`config.mk`:
```
export PLATFORM = sky130hd
export DESIGN_NAME = two_level_interrupt_controller
export DESIGN_NICKNAME = d
export VERILOG_FILES = /design/src/rtl/irq_pkg.sv /design/src/rtl/two_level_interrupt_controller.sv
export VERILOG_INCLUDE_DIRS = /design/src /design/src/rtl
export SDC_FILE = /design/constraint.sdc
export NUM_CORES = 1
export LEC_CHECK = 0
export BUFFER_PORTS_ARGS = -buffer_cell sky130_fd_sc_hd__buf_2
export CORE_MARGIN = 2
export CORE_UTILIZATION = 60
export DETAILED_ROUTE_END_ITERATION = 6
export HOLD_SLACK_MARGIN = 0.1
export PLACE_DENSITY = 0.83
export SLEW_MARGIN = 20
export SYNTH_ARGS = -nofsm -noshare
export SYNTH_HDL_FRONTEND = slang
export SYNTH_SLANG_ARGS = --single-unit
export TNS_END_PERCENT = 10
```
`constraint.sdc`:
```
create_clock -name mclk -period 4.6 [get_ports mclk]
set_clock_uncertainty 0.1 [all_clocks]
set_input_delay 0.92 -clock mclk [delete_from_list [all_inputs] [get_ports mclk]]
set_output_delay 0.92 -clock mclk [all_outputs]
set_load 0.01 [all_outputs]
```
`src/rtl/irq_cfg.svh`:
```
// Offsets, field positions, reset values and timing counts of the interrupt controller
`ifndef IRQ_CFG_SVH
`define IRQ_CFG_SVH

// ==========================================================
// Register offsets
`define IRQ_OFS_EN_FIRST 4'h0
`define IRQ_OFS_EN_SECOND 4'h1
`define IRQ_OFS_PRI_FIRST 4'h2
`define IRQ_OFS_PRI_SECOND 4'h3
`define IRQ_OFS_FLAG_FIRST 4'h4
`define IRQ_OFS_FLAG_SECOND 4'h5
`define IRQ_OFS_T2_OVF 4'h6
`define IRQ_OFS_CTRL 4'h7
`define IRQ_REG_RESET 8'h00

// ==========================================================
// First register layout (enable, priority and flags)
`define IRQ_BIT_GATE 7
`define IRQ_BIT_CONV 6
`define IRQ_BIT_BUS 5
`define IRQ_BIT_UART 4
`define IRQ_BIT_T1 3
`define IRQ_BIT_EXT1 2
`define IRQ_BIT_T0 1
`define IRQ_BIT_EXT0 0

// ==========================================================
// Second register layout
`define IRQ_BIT_T2 7
`define IRQ_BIT_CMP 4
`define IRQ_BIT_CAP 0
`define IRQ_BIT_T2_BYTE 0
`define IRQ_BIT_T2_WIDE 1

// ==========================================================
// Control register layout
`define IRQ_BIT_EDGE0 0
`define IRQ_BIT_EDGE1 1
`define IRQ_BIT_ACT_LO 4
`define IRQ_BIT_ACT_HI 5
`define IRQ_BIT_REQ 6

// ==========================================================
// Polling order, first wins a tie
`define IRQ_SRC_EXT0 4'h0
`define IRQ_SRC_BUS 4'h1
`define IRQ_SRC_CONV 4'h2
`define IRQ_SRC_T0 4'h3
`define IRQ_SRC_EXT1 4'h6
`define IRQ_SRC_T1 4'h9

// ==========================================================
// Timing and vectors
`define IRQ_MC_DIV 6
`define IRQ_HOLD_INSTR 2'h2
`define IRQ_VEC_BASE 16'h0003
`define IRQ_VEC_STEP 16'h0008

`endif

```
`src/rtl/irq_pkg.sv`:
```
// Types of the interrupt controller
package irq_pkg;

  typedef enum logic [0:0] {
    REQ_IDLE = 1'b0,
    REQ_CALL = 1'b1
  } req_state_t;

  typedef struct packed {
    logic [7:0] en_first;
    logic [7:0] en_second;
    logic [7:0] pri_first;
    logic [7:0] pri_second;
    logic [6:0] flg_first;
    logic [3:0] flg_cap;
    logic [2:0] flg_cmp;
    logic [1:0] flg_t2;
    logic [1:0] ext_edge;
    logic [1:0] ext_prev;
    logic [14:0] sample;
    logic act_hi;
    logic act_lo;
    logic [1:0] hold;
    req_state_t req_st;
    logic [3:0] req_idx;
    logic req_high;
    logic [15:0] vector;
    logic [7:0] rdata;
    logic [7:0] div_cnt;
  } ctl_state_t;

endpackage

```
`src/rtl/two_level_interrupt_controller.sv`:
```
// Two-level fifteen-source interrupt controller facing the core sequencer
//
// The plain strobed port and the address map were chosen for this implementation.
`timescale 1ns/1ns
`include "irq_cfg.svh"

module two_level_interrupt_controller
  import irq_pkg::*;
#(
  parameter int NUM_SOURCES = 15,
  parameter int MC_DIV = `IRQ_MC_DIV
) (
  input wire logic mclk,
  input wire logic rst,
  input wire logic [3:0] addr,
  input wire logic [7:0] wdata,
  input wire logic wr,
  input wire logic rd,
  output logic [7:0] rdata,
  input wire logic ext_in0,
  input wire logic ext_in1,
  input wire logic t0_ovf_evt,
  input wire logic t1_ovf_evt,
  input wire logic uart_evt,
  input wire logic bus_code_load,
  input wire logic conv_done_evt,
  input wire logic [3:0] capture_evt,
  input wire logic [2:0] compare_evt,
  input wire logic t2_byte_ovf_evt,
  input wire logic t2_wide_ovf_evt,
  input wire logic instr_last,
  input wire logic irq_ack,
  input wire logic return_from_irq,
  output logic irq_req,
  output logic irq_high,
  output logic [15:0] irq_vector
);

  // ==========================================================
  // Elaboration checks
  // fifteen sources only
  if (NUM_SOURCES != 15) begin : g_bad_sources
    $error("Source count must be fifteen");
  end
  if (MC_DIV < 1 || MC_DIV > 256) begin : g_bad_div
    $error("Machine cycle divider out of range");
  end

  localparam logic [7:0] DIV_LAST = 8'(MC_DIV - 1);

  // ==========================================================
  // Helpers
  // bit layout of both registers in polling order
  function automatic logic [14:0] poll_order(input logic [6:0] a, input logic [7:0] b);
    poll_order = {b[`IRQ_BIT_T2], b[`IRQ_BIT_CAP + 3], a[`IRQ_BIT_UART],
                  b[`IRQ_BIT_CMP + 2], b[`IRQ_BIT_CAP + 2], a[`IRQ_BIT_T1],
                  b[`IRQ_BIT_CMP + 1], b[`IRQ_BIT_CAP + 1], a[`IRQ_BIT_EXT1],
                  b[`IRQ_BIT_CMP], b[`IRQ_BIT_CAP], a[`IRQ_BIT_T0],
                  a[`IRQ_BIT_CONV], a[`IRQ_BIT_BUS], a[`IRQ_BIT_EXT0]};
  endfunction

  function automatic logic [4:0] first_set(input logic [14:0] v);
    first_set = 5'h00;
    for (int i = 14; i >= 0; i--) begin
      if (v[i]) begin
        first_set = {1'b1, 4'(i)};
      end
    end
  endfunction

  function automatic logic [15:0] vec_of(input logic [3:0] idx);
    vec_of = 16'(`IRQ_VEC_BASE + 16'({12'h000, idx}) * `IRQ_VEC_STEP);
  endfunction

  // ==========================================================
  // State
  ctl_state_t s_reg;
  ctl_state_t s_next;

  logic tick;
  logic [7:0] flag_second;
  logic [14:0] pend_now;
  logic [14:0] pri_src;
  logic [14:0] elig_hi;
  logic [14:0] elig_lo;
  logic [4:0] win_hi;
  logic [4:0] win_lo;
  logic [7:0] ctrl_rd;
  logic blk_now;

  assign rdata = s_reg.rdata;
  assign irq_req = (s_reg.req_st == REQ_CALL);
  assign irq_high = s_reg.req_high;
  assign irq_vector = s_reg.vector;

  always_comb begin
    s_next = s_reg;
    tick = (s_reg.div_cnt == 8'h00);
    // both overflow flags share one request
    flag_second = {|s_reg.flg_t2, s_reg.flg_cmp, s_reg.flg_cap};
    // mask bits and global gate on the sample path
    pend_now = s_reg.en_first[`IRQ_BIT_GATE]
             ? (poll_order(s_reg.flg_first, flag_second)
                & poll_order(s_reg.en_first[6:0], s_reg.en_second))
             : 15'h0000;
    pri_src = poll_order(s_reg.pri_first[6:0], s_reg.pri_second);
    // levels already in service block equal or lower
    elig_hi = s_reg.act_hi ? 15'h0000 : (s_reg.sample & pri_src);
    elig_lo = (s_reg.act_hi || s_reg.act_lo) ? 15'h0000 : (s_reg.sample & ~pri_src);
    win_hi = first_set(elig_hi);
    win_lo = first_set(elig_lo);
    blk_now = return_from_irq || ((wr || rd) && addr <= `IRQ_OFS_PRI_SECOND);
    ctrl_rd = 8'h00;
    ctrl_rd[`IRQ_BIT_EDGE1:`IRQ_BIT_EDGE0] = s_reg.ext_edge;
    ctrl_rd[`IRQ_BIT_ACT_LO] = s_reg.act_lo;
    ctrl_rd[`IRQ_BIT_ACT_HI] = s_reg.act_hi;
    ctrl_rd[`IRQ_BIT_REQ] = (s_reg.req_st == REQ_CALL);

    // Machine cycle divider
    s_next.div_cnt = tick ? DIV_LAST : 8'(s_reg.div_cnt - 8'h01);

    // ========================================================
    // Register read, data only in the following cycle
    s_next.rdata = 8'h00;
    if (rd) begin
      unique case (addr)
        `IRQ_OFS_EN_FIRST: s_next.rdata = s_reg.en_first;
        `IRQ_OFS_EN_SECOND: s_next.rdata = s_reg.en_second;
        `IRQ_OFS_PRI_FIRST: s_next.rdata = {1'b0, s_reg.pri_first[6:0]};
        `IRQ_OFS_PRI_SECOND: s_next.rdata = s_reg.pri_second;
        `IRQ_OFS_FLAG_FIRST: s_next.rdata = {1'b0, s_reg.flg_first};
        `IRQ_OFS_FLAG_SECOND: s_next.rdata = flag_second;
        `IRQ_OFS_T2_OVF: s_next.rdata = {6'h00, s_reg.flg_t2};
        `IRQ_OFS_CTRL: s_next.rdata = ctrl_rd;
        default: s_next.rdata = 8'h00;
      endcase
    end

    // ========================================================
    // Register write
    if (wr) begin
      unique case (addr)
        `IRQ_OFS_EN_FIRST: s_next.en_first = wdata;
        `IRQ_OFS_EN_SECOND: s_next.en_second = wdata;
        `IRQ_OFS_PRI_FIRST: s_next.pri_first = {1'b0, wdata[6:0]};
        `IRQ_OFS_PRI_SECOND: s_next.pri_second = wdata;
        `IRQ_OFS_FLAG_FIRST: begin
          // software sets and clears, converter flag clear only
          s_next.flg_first[5:0] = wdata[5:0];
          s_next.flg_first[`IRQ_BIT_CONV] = s_reg.flg_first[`IRQ_BIT_CONV]
                                            & wdata[`IRQ_BIT_CONV];
        end
        `IRQ_OFS_FLAG_SECOND: begin
          s_next.flg_cmp = wdata[`IRQ_BIT_CMP + 2:`IRQ_BIT_CMP];
          s_next.flg_cap = wdata[`IRQ_BIT_CAP + 3:`IRQ_BIT_CAP];
        end
        `IRQ_OFS_T2_OVF: s_next.flg_t2 = wdata[1:0];
        `IRQ_OFS_CTRL: s_next.ext_edge = wdata[`IRQ_BIT_EDGE1:`IRQ_BIT_EDGE0];
        default: begin
        end
      endcase
    end

    // ========================================================
    // Acknowledge and return from the core
    // acknowledge taken only while a call is offered
    if (irq_ack && s_reg.req_st == REQ_CALL) begin
      s_next.req_st = REQ_IDLE;
      if (s_reg.req_high) begin
        s_next.act_hi = 1'b1;
      end else begin
        s_next.act_lo = 1'b1;
      end
      if (s_reg.req_idx == `IRQ_SRC_T0) begin
        s_next.flg_first[`IRQ_BIT_T0] = 1'b0;
      end
      if (s_reg.req_idx == `IRQ_SRC_T1) begin
        s_next.flg_first[`IRQ_BIT_T1] = 1'b0;
      end
      if (s_reg.req_idx == `IRQ_SRC_EXT0 && s_reg.ext_edge[0]) begin
        s_next.flg_first[`IRQ_BIT_EXT0] = 1'b0;
      end
      if (s_reg.req_idx == `IRQ_SRC_EXT1 && s_reg.ext_edge[1]) begin
        s_next.flg_first[`IRQ_BIT_EXT1] = 1'b0;
      end
    end
    // return releases the innermost active level
    if (return_from_irq) begin
      if (s_reg.act_hi) begin
        s_next.act_hi = 1'b0;
      end else begin
        s_next.act_lo = 1'b0;
      end
    end

    // ========================================================
    // Hardware flag sets, winning over any clear in the same cycle
    s_next.ext_prev = {ext_in1, ext_in0};
    s_next.flg_first[`IRQ_BIT_EXT0] = s_reg.ext_edge[0]
      ? (s_next.flg_first[`IRQ_BIT_EXT0] | (ext_in0 & ~s_reg.ext_prev[0])) : ext_in0;
    s_next.flg_first[`IRQ_BIT_EXT1] = s_reg.ext_edge[1]
      ? (s_next.flg_first[`IRQ_BIT_EXT1] | (ext_in1 & ~s_reg.ext_prev[1])) : ext_in1;
    s_next.flg_first[`IRQ_BIT_T0] = s_next.flg_first[`IRQ_BIT_T0] | t0_ovf_evt;
    s_next.flg_first[`IRQ_BIT_T1] = s_next.flg_first[`IRQ_BIT_T1] | t1_ovf_evt;
    s_next.flg_first[`IRQ_BIT_UART] = s_next.flg_first[`IRQ_BIT_UART] | uart_evt;
    // status code load raises the bus port flag
    s_next.flg_first[`IRQ_BIT_BUS] = s_next.flg_first[`IRQ_BIT_BUS] | bus_code_load;
    s_next.flg_first[`IRQ_BIT_CONV] = s_next.flg_first[`IRQ_BIT_CONV] | conv_done_evt;
    // timer two flags only ever set here
    s_next.flg_cap = s_next.flg_cap | capture_evt;
    s_next.flg_cmp = s_next.flg_cmp | compare_evt;
    s_next.flg_t2[`IRQ_BIT_T2_BYTE] = s_next.flg_t2[`IRQ_BIT_T2_BYTE] | t2_byte_ovf_evt;
    s_next.flg_t2[`IRQ_BIT_T2_WIDE] = s_next.flg_t2[`IRQ_BIT_T2_WIDE] | t2_wide_ovf_evt;

    // ========================================================
    // Sample and poll once per machine cycle
    if (tick) begin
      // sample now, poll this sample next machine cycle
      s_next.sample = pend_now;
      if (instr_last && s_reg.hold != 2'h0) begin
        s_next.hold = 2'(s_reg.hold - 2'h1);
      end
      // Off instruction ends a raised call stands for the core
      if (!irq_ack && instr_last) begin
        // decided afresh each poll, nothing is kept
        if (s_reg.hold != 2'h0 || blk_now || !(win_hi[4] || win_lo[4])) begin
          s_next.req_st = REQ_IDLE;
        end else begin
          s_next.req_st = REQ_CALL;
          s_next.req_high = win_hi[4];
          s_next.req_idx = win_hi[4] ? win_hi[3:0] : win_lo[3:0];
          s_next.vector = vec_of(win_hi[4] ? win_hi[3:0] : win_lo[3:0]);
        end
      end
    end

    // holdoff after return or enable/priority access
    if (blk_now) begin
      s_next.hold = `IRQ_HOLD_INSTR;
    end
  end

  always_ff @(posedge mclk) begin
    // all masked and low after reset
    if (rst) begin
      s_reg <= '0;
    end else begin
      s_reg <= s_next;
    end
  end
endmodule
```
# Word-level counts from Yosys, hierarchy flattened
# Cells that the tools add are included.
# totals
regBits,108
out_inout_bits,26
# op_classes
n_addsub,3
n_lt_le_gt_ge,1
eq_ne,10
n_mux,61
bitwise_logic,22
n_reduce_logical,32
# ops
operator,count
$mux W5,30
$pmux W8 S8,1
$and A15 B15 Y15,3
$mux W15,3
$mux W24,1
$mux W22,1
$mux W21,1
$eq A4 B3 Y1 const B,5
$mux W18,1
$not A15 Y15,1
$mux W7,2
$reduce_and A2 Y1,7
$eq A4 B2 Y1 const B,3
$mux W1,12
$mux W2,6
$or A1 B1 Y1,9
$add A2 B7 Y8 const A,1
$logic_not A4 Y1,2
$logic_not A8 Y1,1
$mux W4,2
$reduce_or A2 Y1,4
$sub A8 B1 Y8 const B,1
$logic_and A1 B1 Y1,6
$logic_or A1 B1 Y1,6
12 further kinds,20

# Depth between registers and ports, before layout
# depth
word_depth,25
depth_mapped,8

# Least setup slack after synthesis
# No wires, ideal clock.
# synth_timing
kind,input -> register
startpoint,in addr[2]
endpoint,reg s_reg[72] (netlist name)
setup_ps,128
arrival_ps,2379
t_required_ps,4372
slack_ps,1994
stages,6
path_cell_list,clkbuf_1 > nand3b_1 > nor3_2 > mux2_2 > a32oi_1 > nor2_1
# synth_via
elab_chain_cells,7
# synth_rtl
item,line,text
"start, declared",two_level_interrupt_controller.sv:15,"input wire logic [3:0] addr,"
$eq A4 B3 Y1 *,two_level_interrupt_controller.sv:142,unique case (addr)
$mux W7 *,two_level_interrupt_controller.sv:142,
$mux W18 *,two_level_interrupt_controller.sv:141,if (wr) begin
$mux W1,two_level_interrupt_controller.sv:183,if (s_reg.req_idx == `IRQ_SRC_EXT1 && s_reg.ext_edge[1]) begin
$mux W4 *,two_level_interrupt_controller.sv:167,if (irq_ack && s_reg.req_st == REQ_CALL) begin
$or A1 B1 Y1 *,two_level_interrupt_controller.sv:202,? (s_next.flg_first[`IRQ_BIT_EXT1] | (ext_in1 & ~s_reg.ext_prev[1])) : ext_in1;
$mux W1 *,two_level_interrupt_controller.sv:201,s_next.flg_first[`IRQ_BIT_EXT1] = s_reg.ext_edge[1]
"end signal, assigned",two_level_interrupt_controller.sv:248,s_reg <= s_next;
"end, declared",two_level_interrupt_controller.sv:77,ctl_state_t s_reg;
# Every way passes the cells marked *; elsewhere a longest branch is shown, timed or not.
# A chain may end at the register's enable or synchronous reset.

# Worst setup path in the final report
# layout_timing
startpoint,in addr[2]
endpoint,reg s_reg[70] (netlist name)
# layout_via
elab_chain_cells,7
# layout_rtl
item,line,text
$eq A4 B3 Y1 *,two_level_interrupt_controller.sv:142,
$mux W7 *,two_level_interrupt_controller.sv:142,
$mux W18 *,two_level_interrupt_controller.sv:141,
$mux W1,two_level_interrupt_controller.sv:180,if (s_reg.req_idx == `IRQ_SRC_EXT0 && s_reg.ext_edge[0]) begin
$mux W4 *,two_level_interrupt_controller.sv:167,
$or A1 B1 Y1 *,two_level_interrupt_controller.sv:200,? (s_next.flg_first[`IRQ_BIT_EXT0] | (ext_in0 & ~s_reg.ext_prev[0])) : ext_in0;
$mux W1 *,two_level_interrupt_controller.sv:199,s_next.flg_first[`IRQ_BIT_EXT0] = s_reg.ext_edge[0]
# Marked as above.

==> out/qor.yml <==
run_status:
  status: "completed"
global_route:
  grt_max_degree: 44
  overflow: 0
  antenna_found_initial: 0
  grt_usage_pct: 29.80
  grt_pass1_vias: 4026
  grt_pass1_wl_um: 20130
worst_setup_path:
  critical_path.max_fanout: 27
  critPathArrivalTime_ps: 3010
  cp_slowest_cell: "nor3_2"
  r2r_start: "ctrl_rd[5]"
  path_buf_inv: 1
  endpoint_kind: "flop"
  ff2ff_path_depth: 6
  cp-startpoint: "addr[2]"
  cp-start-kind: "input pin"
  critPathKind: "in2reg"
  cp_cell_sequence: "buf_2 -> nand3b_1 -> nor3_2 -> mux2_2 -> a32oi_1 -> nor2_1"
  r2r_setup_slack_ps: 2050
  critPathMaxStageDelay_ps: 700
  critPathTopFamily: "simple AND/OR/NAND/NOR gates"
  r2r-end: "irq_req"
  cp_data_required_time_ps: 4730
timing:
  rsz0062_at_grt: "no"
  tightestPinTransition_ps: 1026
  max_slew_margin_pct: 31.47
  fin_crit_sh_pct: 62.73
  tns_ps: 0
  setup_viol: 0
  setup_slack_ps: 1714
  period_needed_ps: 2886
  final-hold-violation-count: 0
  fmax_mhz: 346.5
  final_max_slew_viol_count: 0
clock_network:
  clock_path_buffers: 2
  cts_setup_buffers: 0
  cts.sink_count: 93
  clkTransAtPathRegs_ps: 90
  cts_resized: 0
  clock_latency_ps: 360
  cts_root_buffer: "clkbuf_8"
  htree_num_levels: 3
  hold_buffers: 0
  cts_buffers: 9
  cts_tree: "done"
worst_hold_path:
  min_from: "s_reg[56]"
  hold_depth: 2
  hp-class: "reg2reg"
  holdPathEnd: "s_reg[56]"
logic_synthesis:
  avgSynthCellArea_um2: 8.383
  synth_warnings: 0
  synthFlopType: "dfxtp_1"
  synthTopCellsByArea: "dfxtp_1 39%, mux2i_1 6.3%, nor2_1 6.0%"
  ys_types: 60
  syn_inst: 567
  synth_top_area_share_pct: 39.17
  synth_edf_count: 0
  synth-seq-area-share_pct: 39.17
  syn_area_um2: 4753
  synth.ff_latch_count: 93
  async_reset_ff_share_pct: 0
  yosys.area.top_type: "dfxtp_1"
floorplanning:
  dieArea_um2: 8650
  fp-row-count: 32
  io_pins: 61
  die_x_um: 93.01
  die-height_um: 93.01
  coreArea_um2: 7687
  start_util_pct: 61.83
route:
  drtPass1Iterations: 5
  drt-wirelength-per-cell_um: 18.33
  routed_via_density: 6.368
  ant_nets: 0
  drtIter0Drc: 520
  route.detailed.drc: 0
  vias: 4413
  wl_um: 12700
final_layout:
  mostFrequentLayoutCell: "dfxtp_1"
  layout-drive-gt1-share_pct: 15.40
  filler_cell_count: 660
  final_cell_mix: "93 x dfxtp_1, 76 x nor2_1, 52 x nand2_1"
  nets: 624
  layoutNonFillerInstCount: 693
  diodes: 0
  largest_reg_flops: 56
  final_cell_area_um2: 5097
  area_growth_pct: 7.239
placement:
  pre_cts_slack_ps: 1391
  port_buffers: 50
  dpl.cell_count: 677
  dp_hpwl_um: 9056
  gp_congestion: 0.9456
  dpl_cell_area_um2: 4893
job:
  maxCapViolCount: 0
power:
  peakVddDrop_mv: 0.3905
  p_per_area_nw_per_um2: 358.5
  p_leak_nw: 2.005
cell usage after synthesis, drive strengths merged (4+ instances only):
master   n
dfxtp   93
nor3    12
a31oi    5
nand2b   7
nand3   15
o21ai   10
a21oi   51
nand4   15
a22oi   12
xnor2    4
nor3b    4
clkbuf  27
buf     27
nand2   52
inv     12
nor2b   31
o211ai   4
mux2    14
a211oi  11
nand4b   4
nand3b   4
mux2i   30
nor2    76
how the worst max path moves through the flow:
| stage | end | slack, ps | depth (start not counted) |
|---|---|---|---|
| 2_1_floorplan | s_reg[72] | 1990 | 6 |
| 3_5_place_dp | flag_second[0] | 1390 | 6 |
| 4_1_cts | flag_second[0] | 1800 | 6 |
| 5_1_grt | flag_second[0] | 1530 | 6 |
| 3_3_place_gp | s_reg[72] | 1550 | 6 |
| 6_report | s_reg[70] | 1710 | 6 |
cell type report:
type                            instances  area [um^2]  share of cell area, %
Inverter                               12        45.04                 0.8837
Timing Repair Buffer                   53        272.8                  5.351
Tap cell                              102        127.6                  2.504
Clock inverter                          6        76.32                  1.497
Sequential cell                        93         1862                  36.52
Multi-Input combinational cell        417         2586                  50.74
Clock buffer                           10        127.6                  2.504
cells by family after synthesis:
| logic type | Yosys count | share of synthesized area (%) |
|---|---|---|
| AND/OR/NAND/NOR | 231 | 24.43 |
| adder cells (fa/ha/maj) | 3 | 0.7898 |
| flip-flops | 93 | 39.17 |
| buffers and inverters | 66 | 7.133 |
| other | 1 | 0.07889 |
| AO/OA/AOI/OAI | 122 | 16.90 |
| multiplexers | 46 | 10.58 |
| XOR/XNOR | 5 | 0.9213 |
through the flow:
stage	power (mW)	hold slack [ps]	util (%)
after global placement	1.255	350.5	63.66
after global routing	1.905	394.3	66.31
after floorplan	1.187	340.4	-
after CTS	1.828	373.6	66.31
after detailed placement	1.268	360.8	63.66
final	1.827	371.0	66.31
worst reg2reg max path, cell delays in order (launching register included):
cell and delay, ps:
dfxtp_1 740, or2_1 360, a41oi_1 140, nor4bb_1 670, a21oi_4 190, a31oi_1 190
nor2_1 50
layer usage:
| metal | track usage [%] | vias up | part of all wire (%) |
|---|---|---|---|
| met1 | 39.05 | 2071 | 40 |
| met3 | 6.769 | 44 | 10 |
| met4 | 11.03 | 0 | 3.5 |
| met5 | 0 | - | 0 |
| met2 | 48.25 | 274 | 46 |
| li1 | - | 2024 | - |
power breakdown:
part,switching [mW],internal (mW)
clock network,0.307,0.262
registers,0.0507,0.852
logic,0.225,0.130
total,0.583,1.24
(Power assumes the default switching activity.)
